### src/twm_pkg.sv
// constants, register map and state type of the two-wire master transmitter
package twm_pkg;
	// register byte addresses on the apb
	localparam logic [7:0] OFF_CTRL = 8'h00;
	localparam logic [7:0] OFF_STAT = 8'h04;
	localparam logic [7:0] OFF_DATA = 8'h08;
	// two_wire_control bit positions
	localparam int B_FLAG = 7;
	localparam int B_ACK_EN = 6;
	localparam int B_START = 5;
	localparam int B_STOP = 4;
	localparam int B_WCOL = 3;
	localparam int B_EN = 2;
	localparam int B_IE = 0;
	// prescaler field of the status register
	localparam int B_PRESC_HI = 1;
	// status codes, low three bits always zero
	localparam logic [7:0] ST_CODE_START = 8'h08;
	localparam logic [7:0] ST_CODE_RSTART = 8'h10;
	localparam logic [7:0] ST_CODE_AW_ACK = 8'h18;
	localparam logic [7:0] ST_CODE_AW_NACK = 8'h20;
	localparam logic [7:0] ST_CODE_D_ACK = 8'h28;
	localparam logic [7:0] ST_CODE_D_NACK = 8'h30;
	localparam logic [7:0] ST_CODE_LOST = 8'h38;
	localparam logic [7:0] ST_CODE_AR_ACK = 8'h40;
	localparam logic [7:0] ST_CODE_AR_NACK = 8'h48;
	localparam logic [7:0] ST_CODE_IDLE = 8'hf8;
	localparam logic [7:0] CODE_MASK = 8'hf8;
	// reset values
	localparam logic [7:0] RST_DATA = 8'hff;
	localparam logic [1:0] RST_PRESC = 2'h0;
	// bit timing: one scl period is four quarters
	localparam int T_QTR_NS = 2500;
	localparam int CLK_NS = 4;
	localparam int Q_CYC = (T_QTR_NS + CLK_NS - 1) / CLK_NS;
	localparam logic [9:0] Q_LOAD = 10'(Q_CYC - 1);
	localparam logic [3:0] ACK_BIT = 4'h8;
	localparam logic [1:0] PH_LAST = 2'h3;
	// engine states
	typedef enum logic [2:0] {
		S_IDLE, S_WAIT, S_START, S_BIT, S_HOLD, S_STOP
	} twm_state_t;
endpackage

### src/twm_sync.sv
// two-flop synchroniser for pins from outside the clock domain
`timescale 1ns/100ps
`default_nettype none
module twm_sync #(
	parameter int W = 2
) (
	// clock and reset
	input wire logic i_clk_sys,
	input wire logic i_rst_n,
	// asynchronous in, synchronised out
	input wire logic [W-1:0] i_async,
	output logic [W-1:0] o_sync
);
	logic [W-1:0] meta_q;
	logic [W-1:0] sync_q;

	// idle bus lines are high, so reset to one
	always_ff @(posedge i_clk_sys) begin
		if (!i_rst_n) begin
			meta_q <= '1;
			sync_q <= '1;
		end else begin
			meta_q <= i_async;
			sync_q <= meta_q;
		end
	end

	assign o_sync = sync_q;
endmodule // twm_sync
`default_nettype wire

### src/twm_master_tx.sv
// two-wire master transmitter with apb registers
//
// Chosen here: the placing of the registers and the APB interface to the registers.
`timescale 1ns/100ps
`default_nettype none
module twm_master_tx (
	// clock and reset
	input wire logic i_clk_sys,
	input wire logic i_rst_n,
	// apb slave
	input wire logic i_psel,
	input wire logic i_penable,
	input wire logic i_pwrite,
	input wire logic [7:0] i_paddr,
	input wire logic [31:0] i_pwdata,
	output logic [31:0] o_prdata,
	output logic o_pready,
	output logic o_pslverr,
	// two-wire bus pins, open drain
	input wire logic i_scl,
	output logic o_scl_o,
	output logic o_scl_oe,
	input wire logic i_sda,
	output logic o_sda_o,
	output logic o_sda_oe,
	// interrupt request
	output logic o_irq
);
	logic [1:0] pins_s;
	logic scl_s, sda_s, scl_p_q, sda_p_q, busy_q, bus_free;
	logic flag_q, ea_q, sta_q, sto_q, wc_q, en_q, ie_q;
	logic [7:0] data_q, code_q, evt_code_q, shift_q;
	logic [1:0] presc_q;
	logic [31:0] prdata_q;
	logic pslverr_q, wr_en, wr_ctrl, wr_stat, wr_data, hit;
	twm_pkg::twm_state_t st_q;
	logic [9:0] cnt_q;
	logic [1:0] ph_q;
	logic [3:0] bit_q;
	logic tick, evt_q, idle_evt_q, sto_clr_q;
	logic scl_oe_q, sda_oe_q, lost_q, mr_q, addr_q, ack_q, master_q;
	logic lose_now;

	// bus pins pass two flops before use
	twm_sync #(.W(2)) u_sync (
		.i_clk_sys(i_clk_sys),
		.i_rst_n(i_rst_n),
		.i_async({i_scl, i_sda}),
		.o_sync(pins_s)
	);
	assign scl_s = pins_s[1];
	assign sda_s = pins_s[0];

	// busy from start/stop seen on the bus, ours or another master's
	always_ff @(posedge i_clk_sys) begin
		if (!i_rst_n) begin
			scl_p_q <= 1'b1;
			sda_p_q <= 1'b1;
			busy_q <= 1'b0;
		end else begin
			scl_p_q <= scl_s;
			sda_p_q <= sda_s;
			if (scl_s && scl_p_q && sda_p_q && !sda_s) begin
				busy_q <= 1'b1;
			end else if (scl_s && scl_p_q && !sda_p_q && sda_s) begin
				busy_q <= 1'b0;
			end
		end
	end
	assign bus_free = !busy_q && scl_s && sda_s;

	// apb decode; no wait states, read data comes from a flop loaded in the setup cycle
	assign hit = (i_paddr == twm_pkg::OFF_CTRL) ||
		(i_paddr == twm_pkg::OFF_STAT) || (i_paddr == twm_pkg::OFF_DATA);
	assign o_pready = i_psel && i_penable;
	assign o_pslverr = o_pready && pslverr_q;
	assign o_prdata = prdata_q;
	assign wr_en = o_pready && i_pwrite && !pslverr_q;
	assign wr_ctrl = wr_en && (i_paddr == twm_pkg::OFF_CTRL);
	assign wr_stat = wr_en && (i_paddr == twm_pkg::OFF_STAT);
	assign wr_data = wr_en && (i_paddr == twm_pkg::OFF_DATA);

	// read mux captured in the setup cycle
	always_ff @(posedge i_clk_sys) begin
		if (!i_rst_n) begin
			prdata_q <= 32'h0000_0000;
			pslverr_q <= 1'b0;
		end else if (i_psel && !i_penable) begin
			pslverr_q <= !hit;
			case (i_paddr)
				twm_pkg::OFF_CTRL: begin
					prdata_q <= {24'h00_0000, flag_q, ea_q, sta_q, sto_q,
						wc_q, en_q, 1'b0, ie_q};
				end
				twm_pkg::OFF_STAT: begin
					prdata_q <= {24'h00_0000, code_q[7:3], 1'b0, presc_q};
				end
				twm_pkg::OFF_DATA: begin
					prdata_q <= {24'h00_0000, data_q};
				end
				default: begin
					prdata_q <= 32'h0000_0000;
				end
			endcase
		end
	end

	// control register; hardware set and clear win over software
	always_ff @(posedge i_clk_sys) begin
		if (!i_rst_n) begin
			flag_q <= 1'b0;
			ea_q <= 1'b0;
			sta_q <= 1'b0;
			sto_q <= 1'b0;
			en_q <= 1'b0;
			ie_q <= 1'b0;
		end else begin
			if (wr_ctrl) begin
				ea_q <= i_pwdata[twm_pkg::B_ACK_EN];
				sta_q <= i_pwdata[twm_pkg::B_START];
				sto_q <= i_pwdata[twm_pkg::B_STOP];
				en_q <= i_pwdata[twm_pkg::B_EN];
				ie_q <= i_pwdata[twm_pkg::B_IE];
				if (i_pwdata[twm_pkg::B_FLAG]) begin
					flag_q <= 1'b0;
				end
			end
			if (sto_clr_q) begin
				sto_q <= 1'b0;
			end
			if (evt_q) begin
				flag_q <= 1'b1;
			end
		end
	end

	// data register; writes while the flag is low are dropped
	always_ff @(posedge i_clk_sys) begin
		if (!i_rst_n) begin
			data_q <= twm_pkg::RST_DATA;
			wc_q <= 1'b0;
		end else if (wr_data) begin
			if (flag_q) begin
				data_q <= i_pwdata[7:0];
				wc_q <= 1'b0;
			end else begin
				wc_q <= 1'b1;
			end
		end
	end

	// status code and prescaler bits
	always_ff @(posedge i_clk_sys) begin
		if (!i_rst_n) begin
			code_q <= twm_pkg::ST_CODE_IDLE;
			presc_q <= twm_pkg::RST_PRESC;
		end else begin
			if (wr_stat) begin
				presc_q <= i_pwdata[twm_pkg::B_PRESC_HI:0];
			end
			if (evt_q) begin
				code_q <= evt_code_q & twm_pkg::CODE_MASK;
			end else if (idle_evt_q) begin
				code_q <= twm_pkg::ST_CODE_IDLE;
			end
		end
	end

	assign o_irq = flag_q && ie_q;

	// quarter-bit timer for active bus states
	assign tick = (cnt_q == 10'h000);
	always_ff @(posedge i_clk_sys) begin
		if (!i_rst_n || tick) begin
			cnt_q <= twm_pkg::Q_LOAD;
		end else if (st_q == twm_pkg::S_START || st_q == twm_pkg::S_BIT ||
			st_q == twm_pkg::S_STOP) begin
			cnt_q <= cnt_q - 10'h001;
		end else begin
			cnt_q <= twm_pkg::Q_LOAD;
		end
	end

	// another master pulled sda low while we released it
	assign lose_now = (st_q == twm_pkg::S_BIT) && tick &&
		(ph_q == 2'h2) && (bit_q != twm_pkg::ACK_BIT) &&
		shift_q[7] && !sda_s;

	// bus engine; no clock stretching, scl pace is fixed
	always_ff @(posedge i_clk_sys) begin
		evt_q <= 1'b0;
		idle_evt_q <= 1'b0;
		sto_clr_q <= 1'b0;
		if (!i_rst_n || !en_q) begin
			st_q <= twm_pkg::S_IDLE;
			ph_q <= 2'h0;
			bit_q <= 4'h0;
			shift_q <= 8'h00;
			evt_code_q <= twm_pkg::ST_CODE_IDLE;
			scl_oe_q <= 1'b0;
			sda_oe_q <= 1'b0;
			lost_q <= 1'b0;
			mr_q <= 1'b0;
			addr_q <= 1'b0;
			ack_q <= 1'b0;
			master_q <= 1'b0;
		end else begin
			if (tick) begin
				ph_q <= ph_q + 2'h1;
			end
			case (st_q)
				twm_pkg::S_IDLE: begin
					ph_q <= 2'h0;
					if (sta_q && !flag_q) begin
						st_q <= twm_pkg::S_WAIT;
					end
				end
				twm_pkg::S_WAIT: begin
					ph_q <= 2'h0;
					if (bus_free) begin
						st_q <= twm_pkg::S_START;
					end
				end
				twm_pkg::S_START: begin
					if (tick) begin
						case (ph_q)
							2'h0: sda_oe_q <= 1'b0;
							2'h1: scl_oe_q <= 1'b0;
							2'h2: sda_oe_q <= 1'b1;
							default: begin
								scl_oe_q <= 1'b1;
								st_q <= twm_pkg::S_HOLD;
								evt_q <= 1'b1;
								evt_code_q <= master_q ? twm_pkg::ST_CODE_RSTART :
									twm_pkg::ST_CODE_START;
								master_q <= 1'b1;
								addr_q <= 1'b1;
							end
						endcase
					end
				end
				twm_pkg::S_BIT: begin
					if (lose_now) begin
						scl_oe_q <= 1'b0;
						sda_oe_q <= 1'b0;
						lost_q <= 1'b1;
						master_q <= 1'b0;
						st_q <= twm_pkg::S_HOLD;
						evt_q <= 1'b1;
						evt_code_q <= twm_pkg::ST_CODE_LOST;
					end else if (tick) begin
						case (ph_q)
							2'h0: sda_oe_q <= (bit_q == twm_pkg::ACK_BIT) ?
								1'b0 : !shift_q[7];
							2'h1: scl_oe_q <= 1'b0;
							2'h2: ack_q <= !sda_s;
							default: begin
								scl_oe_q <= 1'b1;
								if (bit_q == twm_pkg::ACK_BIT) begin
									st_q <= twm_pkg::S_HOLD;
									evt_q <= 1'b1;
									addr_q <= 1'b0;
									if (addr_q && mr_q) begin
										evt_code_q <= ack_q ? twm_pkg::ST_CODE_AR_ACK :
											twm_pkg::ST_CODE_AR_NACK;
									end else if (addr_q) begin
										evt_code_q <= ack_q ? twm_pkg::ST_CODE_AW_ACK :
											twm_pkg::ST_CODE_AW_NACK;
									end else begin
										evt_code_q <= ack_q ? twm_pkg::ST_CODE_D_ACK :
											twm_pkg::ST_CODE_D_NACK;
									end
								end else begin
									bit_q <= bit_q + 4'h1;
									shift_q <= {shift_q[6:0], 1'b1};
								end
							end
						endcase
					end
				end
				twm_pkg::S_HOLD: begin
					ph_q <= 2'h0;
					bit_q <= 4'h0;
					// act only once the flag is really cleared
					if (!flag_q && !evt_q) begin
						if (lost_q) begin
							lost_q <= 1'b0;
							if (sta_q) begin
								st_q <= twm_pkg::S_WAIT;
							end else begin
								st_q <= twm_pkg::S_IDLE;
								idle_evt_q <= 1'b1;
							end
						end else if (sto_q) begin
							st_q <= twm_pkg::S_STOP;
						end else if (sta_q) begin
							st_q <= twm_pkg::S_START;
						end else if (addr_q || !mr_q) begin
							st_q <= twm_pkg::S_BIT;
							shift_q <= data_q;
							if (addr_q) begin
								mr_q <= data_q[0];
							end
						end
					end
				end
				twm_pkg::S_STOP: begin
					if (tick) begin
						case (ph_q)
							2'h0: sda_oe_q <= 1'b1;
							2'h1: scl_oe_q <= 1'b0;
							2'h2: sda_oe_q <= 1'b0;
							default: begin
								sto_clr_q <= 1'b1;
								master_q <= 1'b0;
								mr_q <= 1'b0;
								idle_evt_q <= 1'b1;
								st_q <= sta_q ? twm_pkg::S_WAIT :
									twm_pkg::S_IDLE;
							end
						endcase
					end
				end
				default: begin
					st_q <= twm_pkg::S_IDLE;
				end
			endcase
		end
	end

	// open-drain drive: only ever pull low
	assign o_scl_o = 1'b0;
	assign o_sda_o = 1'b0;
	assign o_scl_oe = scl_oe_q;
	assign o_sda_oe = sda_oe_q;

	// disabling the block may drop the bus at any time, so only while enabled
	a_hold_frozen: assert property (
		@(posedge i_clk_sys) disable iff (!i_rst_n)
		(st_q == twm_pkg::S_HOLD && flag_q && en_q) |=>
		(st_q == twm_pkg::S_HOLD && $stable(o_scl_oe) && $stable(o_sda_oe)))
		else $error("bus moved while flag set");
	a_start_code: assert property (
		@(posedge i_clk_sys) disable iff (!i_rst_n)
		(st_q == twm_pkg::S_START && tick && ph_q == 2'h3 && !master_q
		&& en_q) |-> ##2 (flag_q && code_q == 8'h08))
		else $error("start status not reported");
	a_rstart_code: assert property (
		@(posedge i_clk_sys) disable iff (!i_rst_n)
		(st_q == twm_pkg::S_START && tick && ph_q == 2'h3 && master_q
		&& en_q) |-> ##2 (flag_q && code_q == 8'h10))
		else $error("repeated start status wrong");
	a_wcol_set: assert property (
		@(posedge i_clk_sys) disable iff (!i_rst_n)
		(wr_data && !flag_q) |=> (wc_q && $stable(data_q)))
		else $error("collision write not refused");
	a_flag_clear: assert property (
		@(posedge i_clk_sys) disable iff (!i_rst_n)
		(wr_ctrl && i_pwdata[7] && !evt_q) |=> !flag_q)
		else $error("flag not cleared by writing one");
	a_stop_clear: assert property (
		@(posedge i_clk_sys) disable iff (!i_rst_n)
		(st_q == twm_pkg::S_STOP && tick && ph_q == 2'h3 && en_q && !wr_ctrl)
		|-> ##2 (!sto_q && !o_sda_oe && !o_scl_oe))
		else $error("stop request not cleared");
	a_lost_release: assert property (
		@(posedge i_clk_sys) disable iff (!i_rst_n)
		(lose_now && en_q) |=> (!o_sda_oe && !o_scl_oe)
		##1 (flag_q && code_q == 8'h38))
		else $error("lost arbitration not handled");
	a_addr_code: assert property (
		@(posedge i_clk_sys) disable iff (!i_rst_n)
		(st_q == twm_pkg::S_BIT && tick && ph_q == 2'h3 && en_q &&
		bit_q == 4'h8 && addr_q && !mr_q) |-> ##2
		(code_q == (ack_q ? 8'h18 : 8'h20)))
		else $error("address status wrong");
	a_wait_start: assert property (
		@(posedge i_clk_sys) disable iff (!i_rst_n)
		(st_q == twm_pkg::S_WAIT && bus_free && en_q) |=>
		(st_q == twm_pkg::S_START) [*4])
		else $error("start not issued on free bus");
	a_irq_rise: assert property (
		@(posedge i_clk_sys) disable iff (!i_rst_n)
		($rose(flag_q) && ie_q) |-> o_irq)
		else $error("interrupt not raised");
	// only status reads; control reads carry the enable bit in that place
	a_code_mask: assert property (
		@(posedge i_clk_sys) disable iff (!i_rst_n)
		(o_pready && !i_pwrite && i_paddr == twm_pkg::OFF_STAT) |->
		(o_prdata[7:3] == $past(code_q[7:3]) && o_prdata[2] == 1'b0))
		else $error("status low bits not masked");
endmodule // twm_master_tx
`default_nettype wire

### config.mk
export PLATFORM = sky130hd
export DESIGN_NAME = twm_master_tx
export DESIGN_NICKNAME = d
export VERILOG_FILES = /design/src/twm_pkg.sv /design/src/twm_sync.sv /design/src/twm_master_tx.sv
export SDC_FILE = /design/constraint.sdc
export NUM_CORES = 1
export LEC_CHECK = 0
export CORE_ASPECT_RATIO = 1.5
export CORE_MARGIN = 1.5
export CORE_UTILIZATION = 40
export CTS_BUF_LIST = sky130_fd_sc_hd__clkbuf_4
export CTS_CLUSTER_SIZE = 24
export DETAILED_ROUTE_END_ITERATION = 16
export DONT_BUFFER_PORTS = 1
export GPL_ROUTABILITY_DRIVEN = 0
export PLACE_DENSITY = 0.64
export SLEW_MARGIN = 25
export SYNTH_ARGS = -nofsm -noshare
export SYNTH_HDL_FRONTEND = slang
export SYNTH_SLANG_ARGS = --single-unit
### constraint.sdc
create_clock -name i_clk_sys -period 2 [get_ports i_clk_sys]
set_input_delay 0.4 -clock i_clk_sys [delete_from_list [all_inputs] [get_ports i_clk_sys]]
set_output_delay 0.4 -clock i_clk_sys [all_outputs]
set_load 0.1 [all_outputs]
; Word-level counts from Yosys, hierarchy flattened
; Index checks and enable logic that the tools add are counted.
; Widths: inputs -> output; s select.
[op_classes]
addsub = 3
eq_ne = 37
muxes = 101
bitwise_logic = 4
n_reduce_logical = 74
[ops]
columns = operator, count
row1 = $mux 8, 17
row2 = $mux 3, 15
row3 = $mux 1, 43
row4 = $ne 2x2->1 const B, 17
row5 = $pmux 8 s2, 2
row6 = $logic_and 1x1->1, 24
row7 = $pmux 8 s3, 1
row8 = $mux 4, 5
row9 = $pmux 3 s6, 1
row10 = $pmux 1 s2, 8
row11 = $reduce_and 7->1, 2
row12 = $reduce_bool 2->1, 7
row13 = $logic_not 1->1, 12
row14 = $mux 6, 2
row15 = $reduce_and 6->1, 2
row16 = $reduce_and 11->1, 1
row17 = $logic_not 10->1, 1
row18 = $mux 5, 2
row19 = $reduce_and 10->1, 1
row20 = $sub 10x1->10 const B, 1
row21 = $pmux 1 s3, 3
row22 = $reduce_and 9->1, 1
row23 = $eq 8x3->1 const B, 1
row24 = $eq 8x4->1 const B, 1
row25 = other kinds (29), 49
[word_totals]
register_bits = 107
input_bits = 47
out_inout_bits = 39
elab_cells = 252

; Longest topological paths before layout
; Gate-level depths: netlist of the first run.
[logic_depth]
word_depth = 8
depth_mapped = 8
mapped_depth_nobuf = 7

; Modules after synthesis
; Synthesis of the first run repeated with hierarchy kept, for this count alone.
[unflattened]
cells_unflattened = 471
hier_area_um2 = 4132.7
[modules_own_cells]
columns = mod, n_inst, cells_each, area_each_um2, seq_area_each_um2
row1 = twm_master_tx, 1, 463, 4027.6, 1521.5
row2 = twm_sync, 1, 8, 105.1, 80.1

; Worst setup path after synthesis of the first run
; Ideal clock, no wire load.
[synth_path]
path_kind = input-to-reg
start = in i_paddr[5]
end = reg data_q[0]
setup_ns = 0.128
arrival_time_ns = 1.650
t_required_ns = 1.872
setup_slack_ns = 0.222
cell_stages = 5
n_path_buf = 0
cell_sequence = nor4_1 > and4bb_2 > nand3_1 > mux2i_1 > nand2_1
[synth_between]
elab_chain_cells = 3
[synth_lines]
columns = item, line
row1 = "start, declared", twm_master_tx.sv:14  ; input wire logic [7:0] i_paddr,
row2 = $eq 8x4->1, twm_master_tx.sv:81  ; assign wr_data = wr_en && (i_paddr == twm_pkg::OFF_DATA);
row3 = $logic_and 1x1->1, twm_master_tx.sv:81
row4 = $reduce_and 2->1 (no source line), -
row5 = "end signal, assigned", twm_master_tx.sv:140  ; data_q <= twm_pkg::RST_DATA;
row6 = "end signal, assigned", twm_master_tx.sv:144  ; data_q <= i_pwdata[7:0];
row7 = "end, declared", twm_master_tx.sv:32  ; logic [7:0] data_q, code_q, evt_code_q, shift_q;
; No other way between the ends.
; A chain may end at the register's enable or synchronous reset.

; Final worst setup path of the first run
[layout_path]
start = reg st_q[2]
end = reg shift_q[5]
[layout_between]
elab_chain_cells = 8
elab_cells_between_ends = 19
classes_between = eq/ne: 11 / mux: 1 / reduce/logical: 7
[layout_lines]
columns = item, line
row1 = "start, declared", twm_master_tx.sv:36  ; twm_pkg::twm_state_t st_q;
row2 = "start signal, assigned", twm_master_tx.sv:195  ; st_q <= twm_pkg::S_IDLE;
row3 = "start signal, assigned", twm_master_tx.sv:215  ; st_q <= twm_pkg::S_WAIT;
row4 = "start signal, assigned", twm_master_tx.sv:221  ; st_q <= twm_pkg::S_START;
row5 = $eq 3x2->1, "twm_master_tx.sv:185, twm_master_tx.sv:211"
row6 = $logic_and 1x1->1 (2 in series), twm_master_tx.sv:185  ; assign lose_now = (st_q == twm_pkg::S_BIT) && tick &&
row7 = $logic_and 1x1->1 (2 in series), twm_master_tx.sv:186  ; (ph_q == 2'h2) && (bit_q != twm_pkg::ACK_BIT) &&
row8 = $logic_and 1x1->1, twm_master_tx.sv:187  ; shift_q[7] && !sda_s;
row9 = $ne 2x2->1 (no source line), -
row10 = $reduce_and 10->1 (no source line), -
row11 = "end signal, assigned", twm_master_tx.sv:275  ; shift_q <= {shift_q[6:0], 1'b1};
row12 = "end signal, assigned", twm_master_tx.sv:300  ; shift_q <= data_q;
row13 = "end, declared", twm_master_tx.sv:32
; Several ways; a longest one is shown, not always the timed one.

==> results of run 1 <==
through the flow:
step,setup WS (ns),total power [uW],utilization
floorplan,0.222,1950,-
global placement,0.130,1910,0.435
detailed placement,0.0322,1920,0.435
CTS,0.00120,3100,0.454
global route,-0.0245,3190,0.457
finish,0.0886,3070,0.457
cells by family (layout without fill, tap and decap cells):
family,Yosys count,in the layout
simple gates,173,173
xor+xnor,8,8
other cells,1,26
buf+inv,64,74
mux,26,26
compound gates,113,113
flops,80,80
fa+ha+maj,9,9
per-layer routing:
| layer | vias to the layer above | GRT usage | share of wire |
|---|---|---|---|
| li1 | 1692 | - | - |
| met1 | 1597 | 0.191 | 0.41 |
| met4 | 0 | 0.0901 | 0.028 |
| met5 | - | 0 | 0 |
| met2 | 84 | 0.321 | 0.52 |
| met3 | 22 | 0.0510 | 0.047 |
final timing paths:
check	startpoint	end	slack (ns)	cells after the start
max	st_q[2]	shift_q[5]	0.09	6
max reg2reg	st_q[2]	shift_q[5]	0.09	6
min reg2reg	sto_clr_q	sto_q	0.40	1
min	i_rst_n	u_sync.meta_q[0]	0.04	1
Yosys cell counts (2+ instances only):
| library cell | count |
|---|---|
| nand3_1 | 6 |
| nor2_1 | 27 |
| a21oi_1 | 34 |
| o21ai_1 | 7 |
| nor4b_1 | 2 |
| nand2b_1 | 13 |
| nor4_1 | 4 |
| buf_1 | 2 |
| and3b_1 | 5 |
| a41o_1 | 2 |
| and3_1 | 5 |
| and2_1 | 12 |
| a31oi_1 | 4 |
| nor3b_1 | 3 |
| nor3_1 | 20 |
| or3b_1 | 2 |
| inv_1 | 15 |
| o41ai_2 | 2 |
| o21a_1 | 3 |
| o31a_1 | 2 |
| nor2b_1 | 18 |
| o21ai_2 | 2 |
| buf_4 | 26 |
| o31ai_1 | 4 |
| o211ai_1 | 4 |
| nand2_1 | 38 |
| a22oi_1 | 7 |
| nor3_2 | 2 |
| o21ai_0 | 22 |
| clkbuf_1 | 15 |
| ha_1 | 9 |
| buf_6 | 2 |
| a2111oi_0 | 7 |
| a211o_1 | 2 |
| buf_2 | 4 |
| xnor2_1 | 7 |
| nand3b_1 | 5 |
| nand4b_1 | 3 |
| dfxtp_1 | 80 |
| mux2i_1 | 26 |
registers in the layout, indices dropped and copies added, names as in the netlist, 2 cells and up:
name	flops
presc_q	2
shift_q	8
st_q	3
u_sync.o_sync	2
ph_q	2
u_sync.meta_q	2
evt_code_q	5
cnt_q	10
bit_q	4
code_q	5
data_q	8
o_prdata	8
power by group:
group	internal (uW)	switching [uW]
logic	33.4	252
registers	1600	4.41
clock network	624	560
area by class of cell:
type                            count  share of cell area
Multi-Input combinational cell    355               0.497
Clock buffer                        9              0.0147
Timing Repair Buffer               44              0.0733
Inverter                           15              0.0122
Tap cell                          117              0.0318
Sequential cell                    80               0.348
Clock inverter                      6              0.0236
what timing repair did:
action / in CTS / in global routing
hold endpoints to repair: 12 / 2
hold buffers: 1 / 2
endpoints found under the setup margin: 0 / 12
resized for setup: 0 / 4
==> flow_summary.json, run 1 <==
{
  "finalWirelength_um": 9350,
  "crit_buf_inv": 1,
  "startpoint_type": "flop",
  "period_share": 0.956,
  "clock_path_buffers": 2,
  "synth_xor_area_frac": 0.0169,
  "critical_path_arrival_ns": 2.24,
  "fp-row-count": 45,
  "crit_type": "reg -> reg",
  "synth_top_family_by_area": "simple AND/OR/NAND/NOR gates",
  "grt_pass1_vias": 3376,
  "vias": 3395,
  "fmax_ghz": 0.523,
  "groute.usage.overall": 0.180,
  "grt_max_degree": 32,
  "yosys.area_share.adder": 0.0272,
  "clk_latency_ns": 0.45,
  "portBuffers": 0,
  "crit_family": "compound AO/OA/AOI/OAI gates",
  "drc": 0,
  "synth_edf_count": 0,
  "htreeDepth": 3,
  "ir_worst_vdd_mv": 0.450,
  "maxCapViolations": 0,
  "slew_headroom": 0.627,
  "hold_violations": 0,
  "synth_compound_area_frac": 0.182,
  "rsz0062_at_grt": "true",
  "post_cts_buffers": 0,
  "tightest_slew_ns": 0.552,
  "synth_area_leader_cell": "dfxtp_1",
  "cts.root.buffer_cell": "clkbuf_4",
  "dpl_cell_area_sq_um": 4390,
  "finalNetCount": 561,
  "async_flop_share": 0,
  "die_h_um": 128,
  "dieArea_sq_um": 11000,
  "cts.reportedPaths.clkPinSlew_ns": 0.12,
  "io_pins": 86,
  "layout-drive-gt1-share": 0.143,
  "netlist_area_sq_um": 4140,
  "crit_chain": "buf_4 -> and3b_1 -> nand2_1 -> a21o_1 -> a2111oi_1 -> nor3_1",
  "grt_pass1_wl_um": 15500,
  "final_cell_mix": "dfxtp_1 (80), buf_4 (41), nand2_1 (38), a21oi_1 (32), nor2_1 (27)",
  "status": "complete, no violations",
  "initial_core_util": 0.411,
  "postSynthCellCount": 474,
  "fillers": 1013,
  "multi_input_area_sq_um": 2290,
  "setup_tns_ns": 0,
  "design_area_sq_um": 4610,
  "skew_ns": 0.0102,
  "core_region_area_sq_um": 10100,
  "grt_overflow": 0,
  "muxShareOfSynthArea": 0.0629,
  "dpl.hpwl_um": 6880,
  "ys.flop_type": "dfxtp_1",
  "yosysTopAreaCellShare": 0.387,
  "yosys_warnings": 0,
  "critPathMaxStageDelay_ns": 0.47,
  "cts_tree": "built",
  "fin_cells": 626,
  "antenna_found_initial": 0,
  "hold_path.class": "in -> reg",
  "seq_area_frac_synth": 0.387,
  "holdWs_ns": 0.0364,
  "dp.cells": 608,
  "viasPerCell": 5.42,
  "cp-end-kind": "flop",
  "cp_data_required_time_ns": 2.33,
  "cts_buffers": 9,
  "syn2layout_area_growth_pct": 11.3,
  "ys_types": 61,
  "p_leak_uw": 0.00178,
  "final_common_cell": "dfxtp_1",
  "critPathMaxFanout": 7,
  "drtPass1Iterations": 4,
  "die_w_um": 86.1,
  "maxSlewViolCount": 0,
  "yosys_register_bits": 80,
  "crit_slowest_cell": "a2111oi_1",
  "seq_area_sq_um": 1600,
  "period_needed_ns": 1.91,
  "postRouteAntennaNets": 0,
  "synth_simple_gate_area_frac": 0.237,
  "finalSetupViolations": 0,
  "pwr_density_cell_nw_per_um2": 667,
  "postSynthAreaPerCell_sq_um": 8.73,
  "synth_area_leaders": "dfxtp_1 (39%), mux2i_1 (6.3%), buf_4 (4.7%)",
  "drt-initial-drc-count": 180,
  "clock-sinks": 80,
  "wl_per_cell_um": 14.9,
  "antenna_cells": 0
}
(Power assumes the default switching activity.)
==> run 2, diff against run 1 <==
--- a/config.mk
+++ b/config.mk
@@ -14,6 +14,7 @@
 export DONT_BUFFER_PORTS = 1
 export GPL_ROUTABILITY_DRIVEN = 0
 export PLACE_DENSITY = 0.64
+export RECOVER_POWER = 25
 export SLEW_MARGIN = 25
 export SYNTH_ARGS = -nofsm -noshare
 export SYNTH_HDL_FRONTEND = slang
==> constraint.sdc (replaced) <==
create_clock -name i_clk_sys -period 2.2 [get_ports i_clk_sys]
set_input_delay 0.44 -clock i_clk_sys [delete_from_list [all_inputs] [get_ports i_clk_sys]]
set_output_delay 0.44 -clock i_clk_sys [all_outputs]
set_load 0.1 [all_outputs]
==> flow_summary.json, run 2 (synthesized netlist as in run 1, its figures left out) <==
{
  "status": "complete, no violations",
  "drtPass1Iterations": 4,
  "rsz0062_at_grt": "true",
  "htreeDepth": 3,
  "critPathMaxStageDelay_ns": 0.48,
  "dp_slack_ns": 0.125,
  "final_cell_mix": "dfxtp_1 (80), nand2_1 (38), a21oi_1 (33), nor2_1 (27)",
  "postRouteAntennaNets": 0,
  "ir_worst_vdd_mv": 0.283,
  "multi_input_area_sq_um": 2270,
  "viasPerCell": 5.41,
  "grt_pass1_wl_um": 15100,
  "rrSetupSlack_ns": 0.17,
  "critPathMaxFanout": 11,
  "antenna_found_initial": 0,
  "wl_met3_um": 488,
  "crit_chain": "or3b_1 -> buf_4 -> a21oi_1 -> a21oi_1 -> nor3_1",
  "period_needed_ns": 2.03,
  "finalPower_uw": 2460,
  "crit_top_cell": "a21oi_1",
  "layout-drive-gt1-share": 0.111,
  "seq_area_sq_um": 1600,
  "finalNetCount": 545,
  "portBuffers": 0,
  "setup_tns_ns": 0,
  "startpoint_type": "flop",
  "skew_ns": 0.0143,
  "final_common_cell": "dfxtp_1",
  "dieArea_sq_um": 11000,
  "maxSlewViolCount": 0,
  "wl_per_cell_um": 14.8,
  "grt_max_degree": 43,
  "regMostFlops": "cnt_q",
  "top_layer_used": "met4",
  "crit_slowest_cell": "dfxtp_1",
  "antenna_cells": 0,
  "m1WireLength_um": 3780,
  "p_leak_uw": 0.00165,
  "grt_overflow": 0,
  "clock-sinks": 80,
  "tightest_slew_ns": 1.17,
  "syn2layout_area_growth_pct": 6.02,
  "cp-end-kind": "flop",
  "hold_path.class": "in -> reg",
  "cts_buffers": 9,
  "dr_wl_met2_um": 4620,
  "post_cts_buffers": 0,
  "crit_family": "simple AND/OR/NAND/NOR gates",
  "cts.reportedPaths.clkPinSlew_ns": 0.13,
  "pwr_density_cell_nw_per_um2": 561,
  "critical_path_arrival_ns": 2.39,
  "hold_violations": 0,
  "core_region_area_sq_um": 10100,
  "finalWirelength_um": 9060,
  "crit_type": "reg -> reg",
  "clock_path_buffers": 2,
  "slew_headroom": 0.225,
  "largest_reg_flops": 10,
  "utilization": 0.435,
  "vias": 3308,
  "initial_core_util": 0.411,
  "crit_buf_inv": 1,
  "fillers": 1014,
  "die_h_um": 128,
  "drc": 0,
  "groute.usage.overall": 0.174,
  "holdWs_ns": 0.0645,
  "finalSetupViolations": 0,
  "grt_pass1_vias": 3224,
  "setup_slack_ns": 0.168,
  "cp_data_required_time_ns": 2.56,
  "cts.root.buffer_cell": "clkbuf_4",
  "maxCapViolations": 0,
  "fmax_ghz": 0.492,
  "dpl.hpwl_um": 6770,
  "fp-row-count": 45,
  "period_share": 0.924,
  "die_w_um": 86.1,
  "io_pins": 86,
  "clk_latency_ns": 0.44,
  "cts_tree": "built",
  "drt-initial-drc-count": 180
}
run 2: area by class of cell:
cell class / count / area share
Clock buffer: 12 / 0.0205
Inverter: 15 / 0.0128
Sequential cell: 80 / 0.365
Multi-Input combinational cell: 355 / 0.518
Clock inverter: 4 / 0.00485
Timing Repair Buffer: 28 / 0.0453
Tap cell: 117 / 0.0334
run 2: stage by stage:
stage | std cells | instance area, sq um
final | 611 | 4390
after global routing | 611 | 4390
after detailed placement | 595 | 4290
after global placement | 595 | 4290
after CTS | 611 | 4400
after floorplan | 499 | 4230
run 2: power breakdown:
part | switching (uW) | internal [uW] | total, uW
Combinational | 223 | 25.1 | 248
Sequential | 4.04 | 1450 | 1460
Clock | 492 | 264 | 756
run 2: routing by layer:
metal,vias to the layer above,GRT usage
met2,93,0.302
li1,1664,-
met3,10,0.0472
met1,1541,0.191
met5,-,0
met4,0,0.0901
run 2: what timing repair did:
action                     CTS  global route
setup endpoints to repair    0             6
gates resized for setup      0             2
hold buffers                 0             0
run 2: final timing paths:
kind,startpoint,end,depth (start not counted)
hold / removal,i_rst_n,data_q[7],1
hold reg to reg,sto_clr_q,sto_q,1
setup reg to reg,st_q[2],shift_q[1],5
setup / recovery,st_q[2],shift_q[1],5
run 2: worst reg2reg max path, delay by kind of cell, from the launching register on:
family	cells	cell delay (ns)
and+or+nand+nor	2	0.65
buffers and inverters	1	0.20
DFF	1	0.48
AOI/OAI and AO/OA	2	0.62
